[src/pkg/rtgc_consts.svh]
// Register offsets, field positions, reset values and timing counts of the timer gate and capture block.
//
// Functional notes
// (RL1) Gating only when gate-enable bit set.
// (RL2) Gated: count only when gate equals polarity.
// (RL3) Two-bit select: pin, match, comparator one/two.
// (RL4) Comparator source raw or resynchronised, selectable.
// (RL5) Partner match source is a fixed timer.
// (RL6) Partner counts to period, then reloads zero.
// (RL7) Partner reload sends one gate pulse.
// (RL8) Shared instruction clock gives one increment per reload.
// (RL9) Capture picks one of three timers.
// (RL10) Capture copies whole 16-bit count coherently.
// (RL11) Mode field: falling, rising, 4th, 16th rising.
// (RL12) Every capture sets the capture flag.
// (RL13) Software clears the capture flag itself.
// (RL14) New capture overwrites an unread result.
// (RL15) Software sets capture pin as input.
// (RL16) Pin level sampled even when driven out.
// (RL17) Timer must be synchronous for capture.
// (RL18) Mask interrupt and clear flag around mode change.
// (RL19) Never clock timer from undivided oscillator.
// (RL20) Route bit picks pin; channel defaults differ.
// (RL21) Gate and capture pins synchronised first.
`ifndef RTGC_CONSTS_SVH
`define RTGC_CONSTS_SVH

`define RTGC_ADDR_W            5
`define RTGC_DATA_W            16

`define RTGC_OFS_GATE_CTRL     5'h00
`define RTGC_OFS_TIMER         5'h04
`define RTGC_OFS_PART_COUNT    5'h08
`define RTGC_OFS_PART_PERIOD   5'h0c
`define RTGC_OFS_CAP_CTRL      5'h10
`define RTGC_OFS_CAP_FLAG      5'h14
`define RTGC_OFS_CAP_RESULT    5'h18

`define RTGC_GC_RUN            0
`define RTGC_GC_GATE_EN        1
`define RTGC_GC_GATE_POL       2
`define RTGC_GC_SRC_LO         3
`define RTGC_GC_SRC_HI         4
`define RTGC_GC_CMP_SYNC       5
`define RTGC_GC_CLK_EXT        6
`define RTGC_GC_PART_RUN       7

`define RTGC_CC_MODE_LO        0
`define RTGC_CC_MODE_HI        3
`define RTGC_CC_TSEL_LO        4
`define RTGC_CC_TSEL_HI        5
`define RTGC_CC_ROUTE          6
`define RTGC_CF_FLAG           0

`define RTGC_MODE_FALL         4'h4
`define RTGC_MODE_RISE         4'h5
`define RTGC_MODE_RISE4        4'h6
`define RTGC_MODE_RISE16       4'h7
`define RTGC_PRESC_LAST4       4'h3
`define RTGC_PRESC_LAST16      4'hf

`define RTGC_TSEL_OWN          2'h0
`define RTGC_TSEL_B            2'h1
`define RTGC_TSEL_C            2'h2

`define RTGC_RST_PERIOD        8'hff
`define RTGC_ROUTE_RST_CH2     1'b1
`define RTGC_ROUTE_RST_CH3     1'b0
`define RTGC_INSN_DIV          4

`endif

[src/pkg/rtgc_pkg.sv]
// Types shared by the timer gate and capture modules.
package rtgc_pkg;

  // Gate source codes follow declaration order: 00 pin, 01 match, 10 and 11 comparators.
  typedef enum logic [1:0] {
    RTGC_SRC_PIN,
    RTGC_SRC_MATCH,
    RTGC_SRC_CMP1,
    RTGC_SRC_CMP2
  } rtgc_gate_src_t;

  // Whole state of the main block.
  typedef struct packed {
    logic [7:0]     divCnt;
    logic           run;
    logic           gateEn;
    logic           gatePol;
    rtgc_gate_src_t gateSrc;
    logic           cmpSync;
    logic           clkExt;
    logic           partnerRun;
    logic [15:0]    timer;
    logic           extPrev;
    logic           cmpOneHeld;
    logic           cmpTwoHeld;
    logic [3:0]     capMode;
    logic [1:0]     capTsel;
    logic           capRoute;
    logic           capFlag;
    logic [15:0]    capResult;
    logic [3:0]     presc;
    logic           pinPrev;
    logic [15:0]    rdata;
  } rtgc_main_state_t;

  // Whole state of the partner 8-bit timer.
  typedef struct packed {
    logic [7:0] count;
    logic [7:0] period;
  } rtgc_partner_state_t;

endpackage

[src/pkg/rtgc_partner_if.sv]
// Interface between the main block and its partner 8-bit timer.
`timescale 1ns/10ps
interface rtgc_partner_if;
  logic       tick;
  logic       countWe;
  logic       periodWe;
  logic [7:0] wdata;
  logic [7:0] count;
  logic [7:0] period;
  logic       match;

  modport owner (output tick, output countWe, output periodWe, output wdata,
                 input count, input period, input match);
  modport unit  (input tick, input countWe, input periodWe, input wdata,
                 output count, output period, output match);
endinterface

[src/logic/rtgc_sync.sv]
// Two-flop synchroniser for a group of pin inputs.
`timescale 1ns/10ps
module rtgc_sync #(
  parameter int W = 1
) (
  // Clock and reset.
  input  wire logic         core_clk,
  input  wire logic         rst_n,
  // Raw and synchronised levels.
  input  wire logic [W-1:0] din,
  output      logic [W-1:0] dout
);

  typedef struct packed {
    logic [W-1:0] first;
    logic [W-1:0] second;
  } rtgc_sync_state_t;

  rtgc_sync_state_t syncState_r;
  rtgc_sync_state_t syncState_nxt;

  // The first stage feeds only the second, so a metastable sample never reaches logic.
  always_comb begin
    syncState_nxt        = syncState_r;
    syncState_nxt.first  = din;
    syncState_nxt.second = syncState_r.first;
  end

  // State register.
  always_ff @(posedge core_clk or negedge rst_n) begin
    if (!rst_n) begin
      syncState_r <= '0;
    end else begin
      syncState_r <= syncState_nxt;
    end
  end

  assign dout = syncState_r.second;

endmodule

[src/logic/rtgc_partner.sv]
// Partner 8-bit timer that reloads at its period and pulses the gate logic.
`timescale 1ns/10ps
`include "rtgc_consts.svh"
module rtgc_partner (
  // Clock and reset.
  input  wire logic     core_clk,
  input  wire logic     rst_n,
  // Link to the main block.
  rtgc_partner_if.unit  pif
);

  rtgc_pkg::rtgc_partner_state_t partState_r;
  rtgc_pkg::rtgc_partner_state_t partState_nxt;

  // The pulse is the reload cycle itself, so a timer on the same tick sees it exactly once.
  assign pif.match  = pif.tick && (partState_r.count == partState_r.period); // [RL7]
  assign pif.count  = partState_r.count;
  assign pif.period = partState_r.period;

  // Count to the period, reload on the following tick; software writes take priority.
  always_comb begin
    partState_nxt = partState_r;
    if (pif.tick) begin
      if (partState_r.count == partState_r.period) begin
        partState_nxt.count = 8'h00; // [RL6]
      end else begin
        partState_nxt.count = partState_r.count + 8'h01; // [RL6]
      end
    end
    if (pif.countWe) begin
      partState_nxt.count = pif.wdata;
    end
    if (pif.periodWe) begin
      partState_nxt.period = pif.wdata;
    end
  end

  // State register.
  always_ff @(posedge core_clk or negedge rst_n) begin
    if (!rst_n) begin
      partState_r <= '{count: 8'h00, period: `RTGC_RST_PERIOD};
    end else begin
      partState_r <= partState_nxt;
    end
  end

endmodule

[src/logic/rtgc_gate_capture.sv]
// Gated 16-bit timer with partner match source and an input-capture channel.
//
// Local design decisions: the strobed register port and the register offsets.
`timescale 1ns/10ps
`include "rtgc_consts.svh"
module rtgc_gate_capture #(
  parameter int CHANNEL  = 2,
  parameter int INSN_DIV = `RTGC_INSN_DIV
) (
  // Clock and reset.
  input  wire logic                     core_clk,
  input  wire logic                     rst_n,
  // Register port.
  input  wire logic [`RTGC_ADDR_W-1:0]  regAddr,
  input  wire logic [`RTGC_DATA_W-1:0]  regWdata,
  input  wire logic                     regWrite,
  input  wire logic                     regRead,
  output      logic [`RTGC_DATA_W-1:0]  regRdata,
  // Pins.
  input  wire logic                     gateInputPin,
  input  wire logic                     timerCountClock,
  input  wire logic                     capturePin,
  input  wire logic                     capturePinAlt,
  // Internal sources.
  input  wire logic                     comparatorOne,
  input  wire logic                     comparatorTwo,
  input  wire logic [15:0]              timerCountB,
  input  wire logic [15:0]              timerCountC,
  // Status.
  output      logic [15:0]              timerCount,
  output      logic                     captureIrqFlag,
  output      logic                     partnerMatch
);

  localparam logic ROUTE_RST = (CHANNEL == 3) ? `RTGC_ROUTE_RST_CH3 : `RTGC_ROUTE_RST_CH2;
  localparam logic [7:0] DIV_LAST = 8'(INSN_DIV - 1);

  localparam rtgc_pkg::rtgc_main_state_t ST_RST = '{
    divCnt:     8'h00,
    run:        1'b0,
    gateEn:     1'b0,
    gatePol:    1'b0,
    gateSrc:    rtgc_pkg::RTGC_SRC_PIN,
    cmpSync:    1'b0,
    clkExt:     1'b0,
    partnerRun: 1'b0,
    timer:      16'h0000,
    extPrev:    1'b0,
    cmpOneHeld: 1'b0,
    cmpTwoHeld: 1'b0,
    capMode:    4'h0,
    capTsel:    `RTGC_TSEL_OWN,
    capRoute:   ROUTE_RST,
    capFlag:    1'b0,
    capResult:  16'h0000,
    presc:      4'h0,
    pinPrev:    1'b0,
    rdata:      16'h0000
  };

  rtgc_pkg::rtgc_main_state_t st_r;
  rtgc_pkg::rtgc_main_state_t st_nxt;

  logic [3:0] pinSync;
  logic       gateSync;
  logic       extSync;
  logic       capSync;
  logic       capAltSync;

  logic       insnTick;
  logic       countTick;
  logic       gateLevel;
  logic       gateOpen;
  logic       capPinLevel;
  logic       capRise;
  logic       capFall;
  logic       capTake;
  logic [15:0] capSource;
  logic       wrGate;
  logic       wrTimer;
  logic       wrCapCtrl;
  logic       wrCapFlag;

  rtgc_partner_if pif ();

  // Pins pass a two-flop stage before any gate or edge logic looks at them.
  rtgc_sync #(.W(4)) u_pinSync ( // [RL21]
    .core_clk (core_clk),
    .rst_n    (rst_n),
    .din      ({capturePinAlt, capturePin, timerCountClock, gateInputPin}),
    .dout     (pinSync)
  );

  assign gateSync   = pinSync[0];
  assign extSync    = pinSync[1];
  assign capSync    = pinSync[2];
  assign capAltSync = pinSync[3];

  // The partner is wired to this unit only, so each timer has its own fixed match source.
  rtgc_partner u_partner ( // [RL5]
    .core_clk (core_clk),
    .rst_n    (rst_n),
    .pif      (pif)
  );

  // Write decode for the register port.
  assign wrGate    = regWrite && (regAddr == `RTGC_OFS_GATE_CTRL);
  assign wrTimer   = regWrite && (regAddr == `RTGC_OFS_TIMER);
  assign wrCapCtrl = regWrite && (regAddr == `RTGC_OFS_CAP_CTRL);
  assign wrCapFlag = regWrite && (regAddr == `RTGC_OFS_CAP_FLAG);

  // Instruction clock is a one-cycle enable from the divider; the partner shares it.
  assign insnTick     = (st_r.divCnt == DIV_LAST);
  assign pif.tick     = insnTick && st_r.partnerRun;
  assign pif.countWe  = regWrite && (regAddr == `RTGC_OFS_PART_COUNT);
  assign pif.periodWe = regWrite && (regAddr == `RTGC_OFS_PART_PERIOD);
  assign pif.wdata    = regWdata[7:0];

  // The external source counts on rising edges of the synchronised pin, the internal one on the tick.
  assign countTick = st_r.clkExt ? (extSync && !st_r.extPrev) : insnTick;

  // Gate source multiplexer.
  always_comb begin
    unique case (st_r.gateSrc) // [RL3]
      rtgc_pkg::RTGC_SRC_PIN:   gateLevel = gateSync;
      rtgc_pkg::RTGC_SRC_MATCH: gateLevel = pif.match; // [RL8]
      rtgc_pkg::RTGC_SRC_CMP1:  gateLevel = st_r.cmpSync ? st_r.cmpOneHeld : comparatorOne; // [RL4]
      rtgc_pkg::RTGC_SRC_CMP2:  gateLevel = st_r.cmpSync ? st_r.cmpTwoHeld : comparatorTwo; // [RL4]
    endcase
  end

  // With gating off the timer runs freely; with it on only a matching level lets it count.
  assign gateOpen = !st_r.gateEn || (gateLevel == st_r.gatePol); // [RL1] [RL2]

  // Capture pin choice and edge detection; the pad level is used whatever its direction.
  assign capPinLevel = st_r.capRoute ? capAltSync : capSync; // [RL20] [RL16]
  assign capRise     = capPinLevel && !st_r.pinPrev;
  assign capFall     = !capPinLevel && st_r.pinPrev;

  // Event qualification by mode; prescaled modes capture on the last rising edge of a group.
  always_comb begin
    unique case (st_r.capMode) // [RL11]
      `RTGC_MODE_FALL:   capTake = capFall;
      `RTGC_MODE_RISE:   capTake = capRise;
      `RTGC_MODE_RISE4:  capTake = capRise && (st_r.presc == `RTGC_PRESC_LAST4);
      `RTGC_MODE_RISE16: capTake = capRise && (st_r.presc == `RTGC_PRESC_LAST16);
      default:           capTake = 1'b0;
    endcase
  end

  // Timer chosen for capture.
  always_comb begin
    unique case (st_r.capTsel) // [RL9]
      `RTGC_TSEL_B: capSource = timerCountB;
      `RTGC_TSEL_C: capSource = timerCountC;
      default:      capSource = st_r.timer;
    endcase
  end

  // Next-state logic for the whole block.
  always_comb begin
    st_nxt = st_r;

    // Instruction clock divider.
    st_nxt.divCnt  = insnTick ? 8'h00 : (st_r.divCnt + 8'h01);
    st_nxt.extPrev = extSync;
    st_nxt.pinPrev = capPinLevel;

    // Resynchronised comparator levels only move on the timer's own count edge.
    if (countTick) begin
      st_nxt.cmpOneHeld = comparatorOne; // [RL4]
      st_nxt.cmpTwoHeld = comparatorTwo; // [RL4]
    end

    // Counting; a software write in the same cycle wins over the increment.
    if (st_r.run && countTick && gateOpen) begin
      st_nxt.timer = st_r.timer + 16'h0001; // [RL2] [RL8]
    end
    if (wrTimer) begin
      st_nxt.timer = regWdata;
    end

    // Gate control register.
    if (wrGate) begin
      st_nxt.run        = regWdata[`RTGC_GC_RUN];
      st_nxt.gateEn     = regWdata[`RTGC_GC_GATE_EN]; // [RL1]
      st_nxt.gatePol    = regWdata[`RTGC_GC_GATE_POL];
      st_nxt.gateSrc    = rtgc_pkg::rtgc_gate_src_t'(regWdata[`RTGC_GC_SRC_HI:`RTGC_GC_SRC_LO]); // [RL3]
      st_nxt.cmpSync    = regWdata[`RTGC_GC_CMP_SYNC]; // [RL4]
      st_nxt.clkExt     = regWdata[`RTGC_GC_CLK_EXT];
      st_nxt.partnerRun = regWdata[`RTGC_GC_PART_RUN];
    end

    // Prescaler counts rising edges in the grouped modes.
    if (capRise && ((st_r.capMode == `RTGC_MODE_RISE4) || (st_r.capMode == `RTGC_MODE_RISE16))) begin
      st_nxt.presc = capTake ? 4'h0 : (st_r.presc + 4'h1); // [RL11]
    end

    // Any result still unread is simply replaced; there is no overrun indication.
    if (capTake) begin
      st_nxt.capResult = capSource; // [RL10] [RL14]
    end

    // A mode change restarts the prescaler so a group never straddles two modes.
    if (wrCapCtrl) begin
      st_nxt.capMode  = regWdata[`RTGC_CC_MODE_HI:`RTGC_CC_MODE_LO]; // [RL11]
      st_nxt.capTsel  = regWdata[`RTGC_CC_TSEL_HI:`RTGC_CC_TSEL_LO]; // [RL9]
      st_nxt.capRoute = regWdata[`RTGC_CC_ROUTE]; // [RL20]
      st_nxt.presc    = 4'h0;
    end

    // Flag: software clears by writing one, and a capture in the same cycle wins.
    if (wrCapFlag && regWdata[`RTGC_CF_FLAG]) begin
      st_nxt.capFlag = 1'b0; // [RL13]
    end
    if (capTake) begin
      st_nxt.capFlag = 1'b1; // [RL12]
    end

    // Read data stand for exactly the cycle after the strobe.
    st_nxt.rdata = 16'h0000;
    if (regRead) begin
      unique case (regAddr)
        `RTGC_OFS_GATE_CTRL:   st_nxt.rdata = {8'h00, st_r.partnerRun, st_r.clkExt, st_r.cmpSync,
                                               st_r.gateSrc, st_r.gatePol, st_r.gateEn, st_r.run};
        `RTGC_OFS_TIMER:       st_nxt.rdata = st_r.timer;
        `RTGC_OFS_PART_COUNT:  st_nxt.rdata = {8'h00, pif.count};
        `RTGC_OFS_PART_PERIOD: st_nxt.rdata = {8'h00, pif.period};
        `RTGC_OFS_CAP_CTRL:    st_nxt.rdata = {9'h000, st_r.capRoute, st_r.capTsel, st_r.capMode};
        `RTGC_OFS_CAP_FLAG:    st_nxt.rdata = {15'h0000, st_r.capFlag};
        `RTGC_OFS_CAP_RESULT:  st_nxt.rdata = st_r.capResult; // [RL10]
        default:               st_nxt.rdata = 16'h0000;
      endcase
    end
  end

  // State register.
  always_ff @(posedge core_clk or negedge rst_n) begin
    if (!rst_n) begin
      st_r <= ST_RST;
    end else begin
      st_r <= st_nxt;
    end
  end

  // Outputs; the match pulse is combinational so it lines up with the shared tick.
  assign regRdata       = st_r.rdata;
  assign timerCount     = st_r.timer;
  assign captureIrqFlag = st_r.capFlag;
  assign partnerMatch   = pif.match;

endmodule

[config.mk]
export PLATFORM = sky130hd
export DESIGN_NAME = rtgc_gate_capture
export DESIGN_NICKNAME = d
export VERILOG_FILES = /design/src/pkg/rtgc_pkg.sv /design/src/pkg/rtgc_partner_if.sv /design/src/logic/rtgc_sync.sv /design/src/logic/rtgc_partner.sv /design/src/logic/rtgc_gate_capture.sv
export VERILOG_INCLUDE_DIRS = /design/src /design/src/pkg
export SDC_FILE = /design/constraint.sdc
export NUM_CORES = 1
export LEC_CHECK = 0
export ABC_CLOCK_PERIOD_IN_PS = 3900
export BUFFER_PORTS_ARGS = -buffer_cell sky130_fd_sc_hd__buf_2
export CORE_MARGIN = 2
export CORE_UTILIZATION = 50
export CTS_BUF_LIST = sky130_fd_sc_hd__clkbuf_8 sky130_fd_sc_hd__clkbuf_16
export DETAILED_ROUTE_END_ITERATION = 10
export PLACE_DENSITY = 0.7
export SYNTH_ARGS = -nofsm -noshare
export SYNTH_HDL_FRONTEND = slang
export SYNTH_HIERARCHICAL = 1
export SYNTH_SLANG_ARGS = --single-unit
export TNS_END_PERCENT = 20
[constraint.sdc]
create_clock -name core_clk -period 3.9 [get_ports core_clk]
set_input_delay 0.78 -clock core_clk [delete_from_list [all_inputs] [get_ports core_clk]]
set_output_delay 0.78 -clock core_clk [all_outputs]
set_load 0.05 [all_outputs]
==> flow_metrics.env <==
export IMPL_antenna_found_initial=0
export IMPL_crit_type="reg2reg"
export IMPL_overflow=0
export IMPL_most_common_layout_cells="dfrtp_1, buf_2, nand2_1"
export IMPL_synth_nets=616
export IMPL_final_min_clock_period_ns=3.62
export IMPL_ioPinCount=97
export IMPL_min_path_type="reg2reg"
export IMPL_hold_path_depth=0
export IMPL_initial_utilization=0.517
export IMPL_clkSinkCount=104
export IMPL_yosysWarnings=6
export IMPL_die_h_um=111
export IMPL_endpoint_kind="flop"
export IMPL_skew_ns=0.00848
export IMPL_synthToLayoutAreaGrowth_pct=12.0
export IMPL_crit_chain="ha_1, or4b_4, nor2_1, and2_1, inv_1, nor3_4, a211oi_1, o311a_1, nor3_4, a21oi_1, o31a_1"
export IMPL_ys_flop_type="dfrtp_1"
export IMPL_crit_path_start_kind="flop"
export IMPL_hold_buffers=0
export IMPL_ys_seq_area_frac=0.460
export IMPL_finalMaxSlewViolations=0
export IMPL_die_area_um2=12200
export IMPL_syn_area_um2=5680
export IMPL_critPathArrivalTime_ns=3.85
export IMPL_synth_edf_count=0
export IMPL_routed_wl_mm=14.3
export IMPL_cts_setup_buffers=0
export IMPL_power_density_nw_per_um2=538
export IMPL_cts_resized=0
export IMPL_fmax_mhz=276
export IMPL_crit_top_cell="nor3_4"
export IMPL_detail_route_vias_per_cell=5.91
export IMPL_utilization=0.579
export IMPL_hpwl_mm=10.2
export IMPL_syn_inst=547
export IMPL_antenna_cells=0
export IMPL_grt_usage=0.236
export IMPL_drive_gt1_frac=0.305
export IMPL_numCtsBuffers=9
export IMPL_cp_max_fo=12
export IMPL_hold_viol_final=0
export IMPL_worstHoldEndpoint="u_pinSync/dout[3]"
export IMPL_hp_start="u_pinSync/syncState_nxt[3]"
export IMPL_finalSetupViolations=0
export IMPL_dr_total_vias=4450
export IMPL_insertion_delay_ns=0.35
export IMPL_place_congestion=0.876
export IMPL_r2r_cells=11
export IMPL_status="completed"
export IMPL_worstPathRequired_ns=4.13
export IMPL_r2r_start="st_r[72]"
export IMPL_slew_limit_headroom=0.392
export IMPL_synth_seq_cells=104
export IMPL_slowest_delay_ns=0.57
export IMPL_num_rows=38
export IMPL_fin_hold_ws_ns=0.350
export IMPL_syn_avg_cell_area_um2=10.4
export IMPL_clockBufferDepth=2
export IMPL_ir_drop_mv=0.324
export IMPL_cts_root_buf="clkbuf_16"
export IMPL_postRouteAntennaNets=0
export IMPL_worstReg2RegEnd="timerCount[5]"
export IMPL_nets=677
export IMPL_worstMarginPinSlew_ns=0.911
export IMPL_p_leak_nw=2.81
export IMPL_drc=0
export IMPL_drt_pass1_iter_count=5
export IMPL_grt_max_degree=71
export IMPL_clk_pin_slew_worst_paths_ns=0.06
export IMPL_synth_cell_types=65
export IMPL_worst_r2r_setup_slack_ns=0.28
export IMPL_slowest_stage="o311a_1"
export IMPL_cts_htree_levels=3
export IMPL_io_buffers=96
export IMPL_grt_first_pass_wirelength_mm=22.9
export IMPL_dieWidth_um=111
export IMPL_tns_ns=0
export IMPL_fin_crit_sh=0.928
export IMPL_cap_violations=0
export IMPL_drt_iter0_markers=373
export IMPL_wl_per_cell_um=18.9
export IMPL_synth_async_reset_ratio=1.00
export IMPL_rsz0062_at_grt="no"
export IMPL_core_um2=11000
export IMPL_cts_tree="yes"
export IMPL_grt_pass1_vias=4272
## metrics by stage
step           total power (W)  setup WS, ns  area, um^2  std cells
2_1_floorplan          0.00233         0.202        5690        547
3_3_place_gp           0.00255         0.472        6090        737
3_5_place_dp           0.00259         0.308        6090        737
4_1_cts                0.00343         0.291        6360        753
5_1_grt                0.00359        0.0512        6360        753
6_report               0.00342         0.282        6360        753
## worst max-delay path: cells and delay by family, from the launching register on
family | cells | cell delay (ns)
adders and majority gates | 1 | 0.24
DFF | 1 | 0.41
AOI/OAI and AO/OA | 4 | 1.12
and+or+nand+nor | 5 | 1.59
buffers and inverters | 1 | 0.13
## how the worst max path moves through the flow
stage / cells past startpoint / to / slack [ns] / start
2_1_floorplan: 13 / timerCount[12] / 0.20 / st_r[72]
6_report: 11 / timerCount[5] / 0.28 / st_r[72]
4_1_cts: 11 / timerCount[5] / 0.29 / st_r[72]
3_5_place_dp: 11 / timerCount[5] / 0.31 / st_r[72]
5_1_grt: 11 / timerCount[3] / 0.05 / st_r[72]
3_3_place_gp: 11 / timerCount[5] / 0.47 / st_r[72]
## state kept, by name (all words and copies together) (netlist names)
register / cells
u_pinSync/syncState_nxt: 4
u_partner/pif.period: 8
captureIrqFlag: 1
u_pinSync/dout: 4
u_partner/pif.count: 8
timerCount: 16
regRdata: 16
st_r: 47
## power breakdown
group / total, W / internal, W / switching (W)
logic: 0.000995 / 0.000395 / 0.000600
registers: 0.00159 / 0.00131 / 0.000284
clock network: 0.000832 / 0.000457 / 0.000376
total: 0.00342 / 0.00216 / 0.00126
## cell families after synthesis
group	Yosys count	share of synthesized area
buffers and inverters	65	0.0672
AOI/OAI and AO/OA	125	0.151
adders and majority gates	6	0.0132
xor gates and xnor gates	26	0.0441
muxes	41	0.0807
DFF	104	0.460
and+or+nand+nor	180	0.183
## metal layers
metal,up-vias,GRT usage,wire length [um],share of wire
li1,2085,-,-,-
met1,2188,0.336,6440,0.45
met2,162,0.365,6660,0.47
met3,15,0.0488,950,0.067
met4,0,0.0750,199,0.014
met5,-,0,0,0
## Yosys cell counts (2+ instances only)
cell type,number,area (um^2)
a21oi_1,18,90.1
a221oi_1,4,35.0
a222oi_1,2,20.0
a22oi_1,41,308
a31oi_1,9,56.3
and2_1,7,43.8
and3_1,8,50.1
and3_2,3,22.5
and4_1,3,26.3
and4_2,2,20.0
buf_2,5,25.0
buf_4,33,248
clkbuf_1,18,67.6
dfrtp_1,95,2380
dfstp_2,9,236
ha_1,6,75.1
inv_1,8,30.0
mux2_1,8,90.1
mux2_2,30,338
mux2i_1,3,30.0
nand2_1,52,195
nand2b_1,7,43.8
nand3_1,12,60.1
nand4_1,7,43.8
nand4_4,2,42.5
nor2_1,27,101
nor2b_1,5,31.3
nor3_1,11,55.1
nor3b_1,6,45.0
nor4_1,3,18.8
nor4_2,3,37.5
nor4b_1,2,17.5
o211ai_1,6,45.0
o21ai_0,15,75.1
o21ai_1,10,50.1
o22ai_1,7,43.8
o31a_1,3,26.3
or2b_1,3,22.5
or3_1,4,25.0
xnor2_1,23,201
xnor2_2,3,48.8
## final cells by class
type | count | area, um^2
clock buffers | 11 | 253
clock inverters | 5 | 18.8
fillers | 965 | 4620
inverters | 8 | 30.0
multi-input cells | 378 | 2710
flip-flops and latches | 104 | 2610
well taps | 140 | 175
repair buffers | 107 | 566
(Power assumes the default switching activity.)
